`src/hw/smcg_pkg.sv`:
```
// Purpose: Shared constants and types for the sleep clock gating block
// Assumes: One system clock, synchronous active-high reset
// Notes: Mode codes are local to this block
`default_nettype none
package smcg_pkg;
    // ==========================================================
    // Sleep modes
    typedef enum logic [2:0] {
        SMCG_IDLE,
        SMCG_PWR_DOWN,
        SMCG_PWR_SAVE,
        SMCG_ADC_NR,
        SMCG_STANDBY,
        SMCG_EXT_STANDBY,
        SMCG_DEEP_SLEEP
    } smcg_mode_t;

    // ==========================================================
    // Controller states
    typedef enum logic [1:0] {
        SMCG_ST_RUN,
        SMCG_ST_SLEEP
    } smcg_state_t;

    // ==========================================================
    // Gate vector bit positions
    localparam int SMCG_G_CPU = 0;
    localparam int SMCG_G_SRAM = 1;
    localparam int SMCG_G_TIMER = 2;
    localparam int SMCG_G_SPI = 3;
    localparam int SMCG_G_IRQ = 4;
    localparam int SMCG_G_MAIN_OSC = 5;
    localparam int SMCG_G_RC_OSC = 6;
    localparam int SMCG_G_ASYNC_TMR = 7;
    localparam int SMCG_G_ADC = 8;
    localparam int SMCG_G_WDT = 9;
    localparam int SMCG_G_SYMCNT = 10;
    localparam int SMCG_G_OSC32K = 11;
    localparam int SMCG_G_DIGITAL = 12;
    localparam int SMCG_NGATE = 13;

    localparam logic [SMCG_NGATE-1:0] SMCG_ALL_ON = 13'h1fff;
    localparam logic [SMCG_NGATE-1:0] SMCG_ALL_OFF = 13'h0000;
endpackage : smcg_pkg
`default_nettype wire

```
`src/hw/smcg_top.sv`:
```
// Purpose: Sleep mode clock gating controller
// Assumes: Sleep request and wake inputs come from logic on clk_sys_i
// Notes: Enables are levels, one per clocked unit; high means clock runs
`timescale 1ns/1ps
`default_nettype none
module smcg_top (
    input wire logic clk_sys_i,
    input wire logic rst_i,
    input wire logic sleep_req_i,
    input wire smcg_pkg::smcg_mode_t mode_i,
    input wire logic wake_irq_i,
    input wire logic ds_keep_wdt_i,
    input wire logic ds_keep_symcnt_i,
    input wire logic ds_keep_osc32k_i,
    output logic [smcg_pkg::SMCG_NGATE-1:0] clk_en_o,
    output logic sleeping_o,
    output smcg_pkg::smcg_mode_t mode_o
);
    // ==========================================================
    // Gate pattern per mode
    function automatic logic [smcg_pkg::SMCG_NGATE-1:0] gate_of(
        input smcg_pkg::smcg_mode_t m, input logic kw, input logic ks,
        input logic ko);
        logic [smcg_pkg::SMCG_NGATE-1:0] g;
        g = smcg_pkg::SMCG_ALL_OFF;
        case (m)
            smcg_pkg::SMCG_IDLE: begin
                g = smcg_pkg::SMCG_ALL_ON;
                g[smcg_pkg::SMCG_G_CPU] = 1'b0;
            end
            smcg_pkg::SMCG_PWR_DOWN: g = smcg_pkg::SMCG_ALL_OFF;
            smcg_pkg::SMCG_PWR_SAVE: begin
                g[smcg_pkg::SMCG_G_ASYNC_TMR] = 1'b1;
                g[smcg_pkg::SMCG_G_IRQ] = 1'b1;
            end
            smcg_pkg::SMCG_ADC_NR: begin
                g[smcg_pkg::SMCG_G_ASYNC_TMR] = 1'b1;
                g[smcg_pkg::SMCG_G_ADC] = 1'b1;
                g[smcg_pkg::SMCG_G_MAIN_OSC] = 1'b1;
            end
            smcg_pkg::SMCG_STANDBY: g[smcg_pkg::SMCG_G_RC_OSC] = 1'b1;
            smcg_pkg::SMCG_EXT_STANDBY: begin
                g[smcg_pkg::SMCG_G_RC_OSC] = 1'b1;
                g[smcg_pkg::SMCG_G_ASYNC_TMR] = 1'b1;
            end
            smcg_pkg::SMCG_DEEP_SLEEP: begin
                g[smcg_pkg::SMCG_G_WDT] = kw;
                g[smcg_pkg::SMCG_G_SYMCNT] = ks;
                g[smcg_pkg::SMCG_G_OSC32K] = ko;
            end
            default: g = smcg_pkg::SMCG_ALL_ON;
        endcase
        return g;
    endfunction : gate_of

    // ==========================================================
    // Sleep state machine
    smcg_pkg::smcg_state_t state_r, state_nxt;
    smcg_pkg::smcg_mode_t mode_r, mode_nxt;
    logic [smcg_pkg::SMCG_NGATE-1:0] en_r, en_nxt;

    // Next state; wake beats a same-cycle sleep request
    always_comb begin
        state_nxt = state_r;
        mode_nxt = mode_r;
        en_nxt = en_r;
        case (state_r)
            smcg_pkg::SMCG_ST_RUN: begin
                en_nxt = smcg_pkg::SMCG_ALL_ON;
                if (sleep_req_i && !wake_irq_i) begin
                    state_nxt = smcg_pkg::SMCG_ST_SLEEP;
                    mode_nxt = mode_i;
                    en_nxt = gate_of(mode_i, ds_keep_wdt_i,
                        ds_keep_symcnt_i, ds_keep_osc32k_i);
                end
            end
            smcg_pkg::SMCG_ST_SLEEP: begin
                if (wake_irq_i) begin
                    state_nxt = smcg_pkg::SMCG_ST_RUN;
                    en_nxt = smcg_pkg::SMCG_ALL_ON;
                end
            end
            default: begin
                state_nxt = smcg_pkg::SMCG_ST_RUN;
                en_nxt = smcg_pkg::SMCG_ALL_ON;
            end
        endcase
    end

    // Registers; reset counts as a wake
    always_ff @(posedge clk_sys_i) begin
        if (rst_i) begin
            state_r <= smcg_pkg::SMCG_ST_RUN;
            mode_r <= smcg_pkg::SMCG_IDLE;
            en_r <= smcg_pkg::SMCG_ALL_ON;
        end else begin
            state_r <= state_nxt;
            mode_r <= mode_nxt;
            en_r <= en_nxt;
        end
    end

    // Outputs straight off the registers, so enables never glitch
    assign clk_en_o = en_r;
    assign sleeping_o = (state_r == smcg_pkg::SMCG_ST_SLEEP);
    assign mode_o = mode_r;
endmodule : smcg_top
`default_nettype wire

```
`config.mk`:
```
export PLATFORM = sky130hd
export DESIGN_NAME = smcg_top
export DESIGN_NICKNAME = d
export VERILOG_FILES = /design/src/hw/smcg_pkg.sv /design/src/hw/smcg_top.sv
export SDC_FILE = /design/constraint.sdc
export NUM_CORES = 1
export LEC_CHECK = 0
export BUFFER_PORTS_ARGS = -buffer_cell sky130_fd_sc_hd__buf_2
export CORE_AREA = 4 4 41 43
export CTS_BUF_LIST = sky130_fd_sc_hd__clkbuf_8
export DETAILED_ROUTE_END_ITERATION = 10
export DIE_AREA = 0 0 45 47
export GPL_TIMING_DRIVEN = 0
export PLACE_DENSITY_LB_ADDON = 0.3
export SLEW_MARGIN = 5
export SYNTH_ARGS = -nofsm -noshare
export SYNTH_HDL_FRONTEND = slang
export SYNTH_SLANG_ARGS = --single-unit
```
`constraint.sdc`:
```
create_clock -name clk_sys_i -period 2.26 [get_ports clk_sys_i]
set_clock_uncertainty 0.05 [all_clocks]
set_input_delay 0.113 -clock clk_sys_i [delete_from_list [all_inputs] [get_ports clk_sys_i]]
set_output_delay 0.113 -clock clk_sys_i [all_outputs]
set_load 0.03 [all_outputs]
```
Yosys cells after proc, flatten, opt, wreduce, memory -nomap -nowiden. Cells that the tools add are included.

Flip-flop bits (word level): 18. Bits in latches: 0. Memory bits (writable): 0. Bits in read-only memories: 0. Bits of input ports: 10. Output and inout bits: 17. Logic and storage cells: 37. Memories: 0.

$add $sub $neg: 0. Multipliers: 0. Divide/modulo/power cells: 0. Magnitude comparators: 0. Eq/ne operators: 9. Shifts and indexed selects: 0. Mux-type cells: 13. Bitwise gates (word level): 0. Reductions and logical operators: 12.

Operators with widths (count): $mux 13 (2); $pmux 13 s2 (1); $reduce_or 5->1 (3); $eq 3x3->1 const B (3); $pmux 4 s2 (1); $eq 3x2->1 const B (2); $pmux 3 s2 (1); $reduce_or 6->1 (1); $mux 1 (5); $mux 2 (2); $ne 2x2->1 const B (2); $pmux 2 s2 (1); $reduce_and 2->1 (2); $reduce_or 4->1 (1); $eq 3x1->1 const B (1); $logic_not 3->1 (1); $reduce_or 3->1 (1); $eq 2x1->1 const B (1); $logic_not 2->1 (1); $logic_and 1x1->1 (1); $logic_not 1->1 (1).

Longest topological paths before layout. Gate-level depths: netlist of the first run.

Word-level depth: 5. Mapped depth: 5. Mapped depth without buffers: 3.

Worst setup path before layout of the first run. No wires, ideal clock.

Path type: reg-to-reg. From: register state_r[0]. To: register en_r (netlist bit clk_en_o[4]). Setup time: 155 ps. Arrival time: 1401 ps. Data required time: 2055 ps. Path slack: 654 ps. Cell stages (with the launch flop): 5. Buffers on the path: 1. Period minus slack after synthesis: 1606 ps. Path through: dfxtp_1 -> buf_1 -> and4b_1 -> nor4_4 -> o311ai_0.

Longest elaborated chain between the ends: 2. Elaborated cells between the ends (all ways): 4. Classes of those cells: 2 x eq/ne; 1 x mux; 1 x reduce/logical.

RTL lines: from (decl) (RTL line smcg_top.sv:58) `smcg_pkg::smcg_state_t state_r, state_nxt;`; from (signal assigned) (RTL line smcg_top.sv:93) `state_r <= smcg_pkg::SMCG_ST_RUN;`; from (signal assigned) (RTL line smcg_top.sv:97) `state_r <= state_nxt;`; $eq 2x1->1 or $logic_not 2->1 (tied branches) (RTL line smcg_top.sv:67) `case (state_r)`; $pmux 13 s2 or $ne 2x2->1 (tied branches); to (signal assigned) (RTL line smcg_top.sv:95) `en_r <= smcg_pkg::SMCG_ALL_ON;`; to (signal assigned) (RTL line smcg_top.sv:99) `en_r <= en_nxt;`; to (decl) (RTL line smcg_top.sv:60) `logic [smcg_pkg::SMCG_NGATE-1:0] en_r, en_nxt;`.

Parallel ways exist; a longest one is shown, timed or not. A chain may end at the register's enable or synchronous reset.

Final worst setup path of the first run. Same ends and word-level chain as after synthesis.

==> run_results.csv, run 1 <==
group,metric,value,unit
pwr,irDropWorstVdd,0.350,mV
synth,yosysUniqueCellTypes,28,
placed_design,detailed_place_hpwl,951,microns
placed_design,post-place-ws,0.639,ns
worst_setup_path,required,2.30,ns
synth,netlist_area,631,sq um
cts,h-tree-depth,1,
detailed_routing,via_per_inst,5.21,
worst_hold_path,hold_path_class,"primary input to flip-flop",
timing,setup_viol,0,
timing,drv_slew,0,
timing,setup_tns,0,ns
grt,gr-usage-met1,16.4,%
synth,synth_area_leader_cell,"dfxtp_1",
worst_setup_path,rr_worst_depth,4,
cells_and_area,area_growth,29.4,%
timing,hold_viol_final,0,
grt,grt_pass1_vias,518,
die,pin_count,27,
synth,yosysWarnings,0,
detailed_routing,vias,573,
cts,clk_latency,0.24,ns
outcome,status,"completed",
synth,ys_ff_latch,14,
detailed_routing,wire_per_inst,11.7,microns
die,core,1300,sq um
timing,fmax,0.608,GHz
die,dieHeight,47,microns
detailed_routing,detail-route-antenna-nets,0,
worst_setup_path,crit_start,"state_r[0]",
die,dieArea,2120,sq um
synth,synth_top_family_by_area,"simple AND/OR/NAND/NOR gates",
cells_and_area,layout-drive-gt1-share,38.9,%
timing,period_needed,1.64,ns
synth,synthFlopType,"dfxtp_1",
worst_setup_path,critical_path_class,"flip-flop to flip-flop",
cts,numCtsBuffers,3,
worst_setup_path,r2r_slack,0.62,ns
die,die_w,45,microns
job,cap_violations,0,
cts,ctsHoldBuffers,0,
synth,yosysSeqAreaShare,44.4,%
die,rows,13,
cells_and_area,fin_util,62.7,%
die,initial_core_util,48.5,%
timing,fin_ws,0.615,ns
worst_setup_path,end_kind,"flip-flop",
synth,synth_cells,67,
worst_setup_path,startpoint_type,"flip-flop",
placed_design,port_buffers,25,
grt,busiest_layer,"met2",
worst_hold_path,holdPathStages,3,
synth,synth.most_common_cell,"dfxtp_1",
synth,synth.mux.area_fraction,4.76,%
synth,synthSimpleGateAreaFrac,32.7,%
cts,clk_path_buf_depth,2,
cts,cts_resized,0,
synth,synth_fa_ha_area_share,0,%
grt,grtUsageMet2,22.6,%
cts,cts_tree,"done",
cells_and_area,num-nets-final,107,
synth,synthArstFlopShare,0,%
detailed_routing,firstDrtPassIters,4,
cells_and_area,fin_cells,110,
detailed_routing,drc,0,
synth,avgSynthCellArea,9.41,sq um
grt,grt.overflow.total,0,
synth,synthXorXnorAreaFrac,1.39,%
cts,clkSinkCount,14,
grt,grt_start_max_net_pins,11,
synth,synth_compound_gate_area_share,9.33,%
grt,gr-usage-met3,3.45,%
cells_and_area,diodes,0,
placed_design,place_congestion,0.740,
synth,synth_area_leaders,"dfxtp_1 44%, mux2i_1 4.8%, nand2b_1 4.0%",
detailed_routing,wl,1290,microns
cts,cts_setup_buffers,0,
grt,grt_use_total,13.9,%
timing,finalCritPeriodShare,72.8,%
worst_setup_path,crit_end,"clk_en_o[4]",
timing,rsz0062_at_grt,"false",
pwr,static-leakage-power,0.345,nW
detailed_routing,drtIter0Drc,9,
cts,cts_root_buf,"clkbuf_8",
placed_design,place_inst,107,
timing,slew_headroom,64.8,%
worst_setup_path,r2r-end,"clk_en_o[4]",
worst_setup_path,arrival,1.68,ns
pwr,power_per_cell_area,685,nW/um^2
synth,syn_nets,77,
grt,grt_antenna_before_repair,0,
grt,grt_pass1_wl,2120,microns
timing,worst_pin_slew,0.527,ns
synth,synth_top_area_share,44.4,%
cts,clkSlewWorstSetupHoldPaths,0.05,ns
worst_setup_path,reg2reg_from,"state_r[0]",
synth,synth-edff-count,0,
synth,synth.top_cells.by_count,"14 x dfxtp_1, 6 x nand2_1, 6 x nor2_1",
worst_setup_path,worst-path-max-fanout,10,
==> worst min path at each step <==
stage	startpoint	endpoint	slack (ns)
floorplan	rst_i	mode_o[0]	0.14
global placement	ds_keep_symcnt_i	clk_en_o[10]	0.29
detailed placement	ds_keep_symcnt_i	clk_en_o[10]	0.30
CTS	ds_keep_symcnt_i	clk_en_o[10]	0.05
global route	ds_keep_symcnt_i	clk_en_o[10]	0.07
finish	ds_keep_symcnt_i	clk_en_o[10]	0.05
==> cell usage in the layout (no fill, tap or decap), drive strengths merged <==
master / synthesis / routed
and4b: 1 / 1
nand2: 6 / 6
nor2: 6 / 6
mux2i: 3 / 3
nand2b: 4 / 4
buf: 6 / 31
clkbuf: 1 / 4
and3b: 4 / 4
dfxtp: 14 / 14
or4: 1 / 1
nor3b: 1 / 1
a31oi: 3 / 3
nand3: 5 / 5
a21boi: 1 / 1
nor4: 1 / 1
nand3b: 1 / 1
xor2: 1 / 1
a211o: 1 / 1
o21ai: 2 / 2
nor3: 1 / 1
a21oi: 1 / 1
o311ai: 1 / 1
nor2b: 2 / 2
==> cells by family after synthesis <==
kind of cell | count (synthesis)
xor gates and xnor gates | 1
buffers and inverters | 7
AOI/OAI and AO/OA | 9
DFF | 14
muxes | 3
and+or+nand+nor | 33
==> flip-flops by register name, indices dropped and copies added (netlist names) <==
register  flops
state_r       1
mode_o        3
clk_en_o     10
==> metal layers <==
layer / vias to the layer above / wire (microns) / part of all wire, %
li1: 291 / - / -
met2: 24 / 555 / 43
met4: 0 / 31 / 2.4
met3: 5 / 109 / 8.4
met1: 253 / 594 / 46
met5: - / 0 / 0
==> worst max-delay path, stage by stage, from the launching register on <==
cell	delay, ns
dfxtp_1	0.33
buf_1	0.31
and4b_1	0.27
nor4_4	0.33
o311ai_0	0.20
==> report_power, final <==
group | switching (mW) | internal [mW] | total [mW]
Combinational | 0.0621 | 0.0363 | 0.0983
Clock | 0.0792 | 0.118 | 0.197
Sequential | 0.00537 | 0.259 | 0.264
Total | 0.147 | 0.412 | 0.559
==> through the flow <==
stage	area, sq um	power [mW]	hold WS [ns]
after floorplan	631	0.335	0.135
after global placement	774	0.366	0.293
after detailed placement	774	0.368	0.299
after CTS	816	0.567	0.0491
after global routing	816	0.590	0.0675
final	816	0.559	0.0489
==> final cells by class <==
| cell class | instances | area, sq um |
|---|---|---|
| fillers | 126 | 485 |
| multi-input cells | 46 | 304 |
| flip-flops and latches | 14 | 280 |
| repair buffers | 25 | 125 |
| plain buffers | 7 | 46.3 |
| clock buffers | 3 | 41.3 |
| well taps | 15 | 18.8 |
Note: power is estimated with default switching activity, not from simulation.
==> run 2, diff against run 1 <==
--- a/config.mk
+++ b/config.mk
@@ -5,11 +5,12 @@
 export SDC_FILE = /design/constraint.sdc
 export NUM_CORES = 1
 export LEC_CHECK = 0
+export ABC_AREA = 1
 export BUFFER_PORTS_ARGS = -buffer_cell sky130_fd_sc_hd__buf_2
-export CORE_AREA = 4 4 41 43
+export CORE_MARGIN = 4
+export CORE_UTILIZATION = 43
 export CTS_BUF_LIST = sky130_fd_sc_hd__clkbuf_8
 export DETAILED_ROUTE_END_ITERATION = 10
-export DIE_AREA = 0 0 45 47
 export GPL_TIMING_DRIVEN = 0
 export PLACE_DENSITY_LB_ADDON = 0.3
 export SLEW_MARGIN = 5
==> constraint.sdc (replaced) <==
create_clock -name clk_sys_i -period 1.4 [get_ports clk_sys_i]
set_clock_uncertainty 0.05 [all_clocks]
set_input_delay 0.07 -clock clk_sys_i [delete_from_list [all_inputs] [get_ports clk_sys_i]]
set_output_delay 0.07 -clock clk_sys_i [all_outputs]
set_load 0.03 [all_outputs]
==> run 2 against run 1 <==
Highest routed layer unchanged. Total power grew 78%. Worst setup slack got worse by 0.37 ns. Sequential cell count is the same. First-iteration DRC count is 67% higher. Wire length increased by 15%. Clock-buffer cell count is 1 higher. Sequential power is 63% higher. Via count rose by 14%. Die area rose by 3.0%. Largest cell class unchanged. Sequential share of layout area is 1.7 points lower.
==> run_results.csv, run 2 <==
group,metric,value,unit
job,cap_violations,0,
cells_and_area,nFillCells,123,
worst_setup_path,crit_chain,"dlygate4sd3_1, buf_2, clkinv_1, o21ai_1, nor2_1, nand2_1",
timing,hold_viol_final,0,
worst_setup_path,arrival,1.23,ns
timing,worst_pin_slew,0.366,ns
pwr,static-leakage-power,0.429,nW
worst_setup_path,path_buf_inv,3,
placed_design,placedInstanceArea,792,sq um
synth,synth_area_leader_cell,"dfxtp_1",
cts,clk_path_buf_depth,2,
synth,synthFlopType,"dfxtp_1",
cts,cts_tree,"done",
placed_design,detailed_place_hpwl,1080,microns
timing,finalCritPeriodShare,82.2,%
die,die_w,46.7,microns
timing,period_needed,1.15,ns
synth,avgSynthCellArea,6.99,sq um
synth,synth.top_cells.by_count,"31 x nand2_1, 14 x dfxtp_1, 8 x inv_1",
placed_design,post-place-ws,0.283,ns
pwr,irDropWorstVdd,0.745,mV
die,rows,13,
detailed_routing,drc,0,
cts,clkSlewWorstSetupHoldPaths,0.06,ns
worst_setup_path,critical_path_class,"primary input to flip-flop",
synth,synth_top_area_share,43.6,%
cells_and_area,final_area,857,sq um
cts,cts_setup_buffers,0,
cells_and_area,num-nets-final,134,
detailed_routing,drtIter0Drc,15,
synth,netlist_area,643,sq um
cells_and_area,fin_cells,138,
cells_and_area,multi_input_area,284,sq um
worst_setup_path,required,1.48,ns
worst_hold_path,hold_path_class,"primary input to flip-flop",
grt,grt_pass1_vias,571,
timing,drv_slew,0,
cells_and_area,largest_register_ffs,10,
synth,yosysUniqueCellTypes,18,
worst_setup_path,startpoint_type,"primary input",
worst_setup_path,slowest_stage,"dlygate4sd3_1",
cells_and_area,fin_util,63.5,%
worst_setup_path,end_kind,"flip-flop",
cells_and_area,layout_commonest_cell,"nand2_1",
detailed_routing,wire_per_inst,10.8,microns
die,pin_count,27,
synth,synth_area_leaders,"dfxtp_1 44%, nand2_1 18%, nand3_1 4.7%",
timing,slew_headroom,75.3,%
cts,numCtsBuffers,3,
detailed_routing,firstDrtPassIters,4,
synth,yosysWarnings,0,
cts,clkSinkCount,14,
timing,setup_viol,0,
synth,ys_ff_latch,14,
timing,setup_tns,0,ns
worst_setup_path,path_delay_family,"buffers and inverters",
cells_and_area,area_growth,33.3,%
detailed_routing,detail-route-antenna-nets,0,
detailed_routing,wl,1490,microns
synth,yosysSeqAreaShare,43.6,%
pwr,power_per_cell_area,1160,nW/um^2
worst_setup_path,critPathMaxStageDelay,0.52,ns
synth,synth-edff-count,0,
synth,synth.most_common_cell,"nand2_1",
synth,synth_cells,92,
grt,grt_start_max_net_pins,11,
die,dieHeight,46.7,microns
grt,grt_use_total,15.4,%
worst_setup_path,worst-path-max-fanout,9,
cts,cts_resized,0,
die,initial_core_util,47.6,%
cts,clk_latency,0.24,ns
die,core,1350,sq um
placed_design,port_buffers,26,
timing,fmax,0.869,GHz
timing,fin_ws,0.250,ns
die,dieArea,2180,sq um
synth,syn_nets,102,
cells_and_area,diodes,0,
cts,cts_root_buf,"clkbuf_8",
timing,timing.hold.ws,0.0697,ns
outcome,status,"completed",
synth,synthArstFlopShare,0,%
cells_and_area,seqCellArea,280,sq um
cts,h-tree-depth,1,
placed_design,place_inst,133,
grt,grt_antenna_before_repair,0,
pwr,power,998,uW
detailed_routing,vias,651,
detailed_routing,via_per_inst,4.72,
timing,rsz0062_at_grt,"false",
grt,grt.overflow.total,0,
placed_design,place_congestion,0.725,
cells_and_area,layout-drive-gt1-share,34.1,%
grt,grt_pass1_wl,2410,microns
cells_and_area,mostFrequentLayoutCells,"31 x nand2_1, 26 x buf_2, 14 x dfxtp_1, 8 x inv_1, 7 x nor2_1",
run 2: cell count changes in the layout (fill, tap and decap cells not counted), moves of 3 or more:
cell      before  now
nand2b_1       4    0
inv_1          0    8
mux2i_1        3    0
nand2_1        6   31
nand2_2        0    3
a31oi_1        3    0
nand4_1        0    4
run 2: final timing paths:
path,start,endpoint,slack [ns],cells after the start
worst max-delay path,rst_i,clk_en_o[7],0.25,6
worst min-delay path,mode_i[0],mode_o[0],0.07,3
worst min register to register,mode_o[1],mode_o[1],0.41,2
worst max register to register,state_r[0],clk_en_o[9],0.27,4
run 2: power by group:
part           total [mW]  leakage (nW)  internal [mW]  switching, mW
Clock               0.392        0.0288          0.249          0.143
Combinational       0.176         0.286         0.0580          0.118
Sequential          0.430         0.115          0.418         0.0116
Total               0.998         0.429          0.725          0.273
run 2: cells by family (layout without fill, tap and decap cells):
logic type	Yosys count	in the layout	synth area share, %
AO/OA/AOI/OAI	7	7	5.45
AND/OR/NAND/NOR	55	55	38.7
flip-flops	14	14	43.6
buffers and inverters	16	47	12.3
run 2: worst register-to-register path, stage by stage (launching register included):
cell and delay (ns):
dfxtp_1 0.34, inv_1 0.08, nand3_1 0.11, o21ai_0 0.34, nand2_1 0.09
run 2: layout make-up:
cell class                 count  share of cell area, %
multi-input combinational     62                   33.1
sequential                    14                   32.7
timing repair buffer          27                   16.4
clock buffer                   4                   6.42
inverter                      12                   5.26
buffer                         4                   3.94
tap                           15                   2.19
run 2: what timing repair did:
action | in CTS | in global routing
hold endpoints to repair | 3 | 0
setup endpoints to repair | 0 | 0
hold buffers | 1 | 0
run 2: per-layer routing:
| layer | GRT usage [%] | vias to the layer above | routed length [microns] |
|---|---|---|---|
| met3 | 3.52 | 2 | 112 |
| met1 | 19.3 | 276 | 657 |
| met5 | 0 | - | 0 |
| met4 | 4.97 | 0 | 10 |
| li1 | - | 348 | - |
| met2 | 25.8 | 25 | 705 |
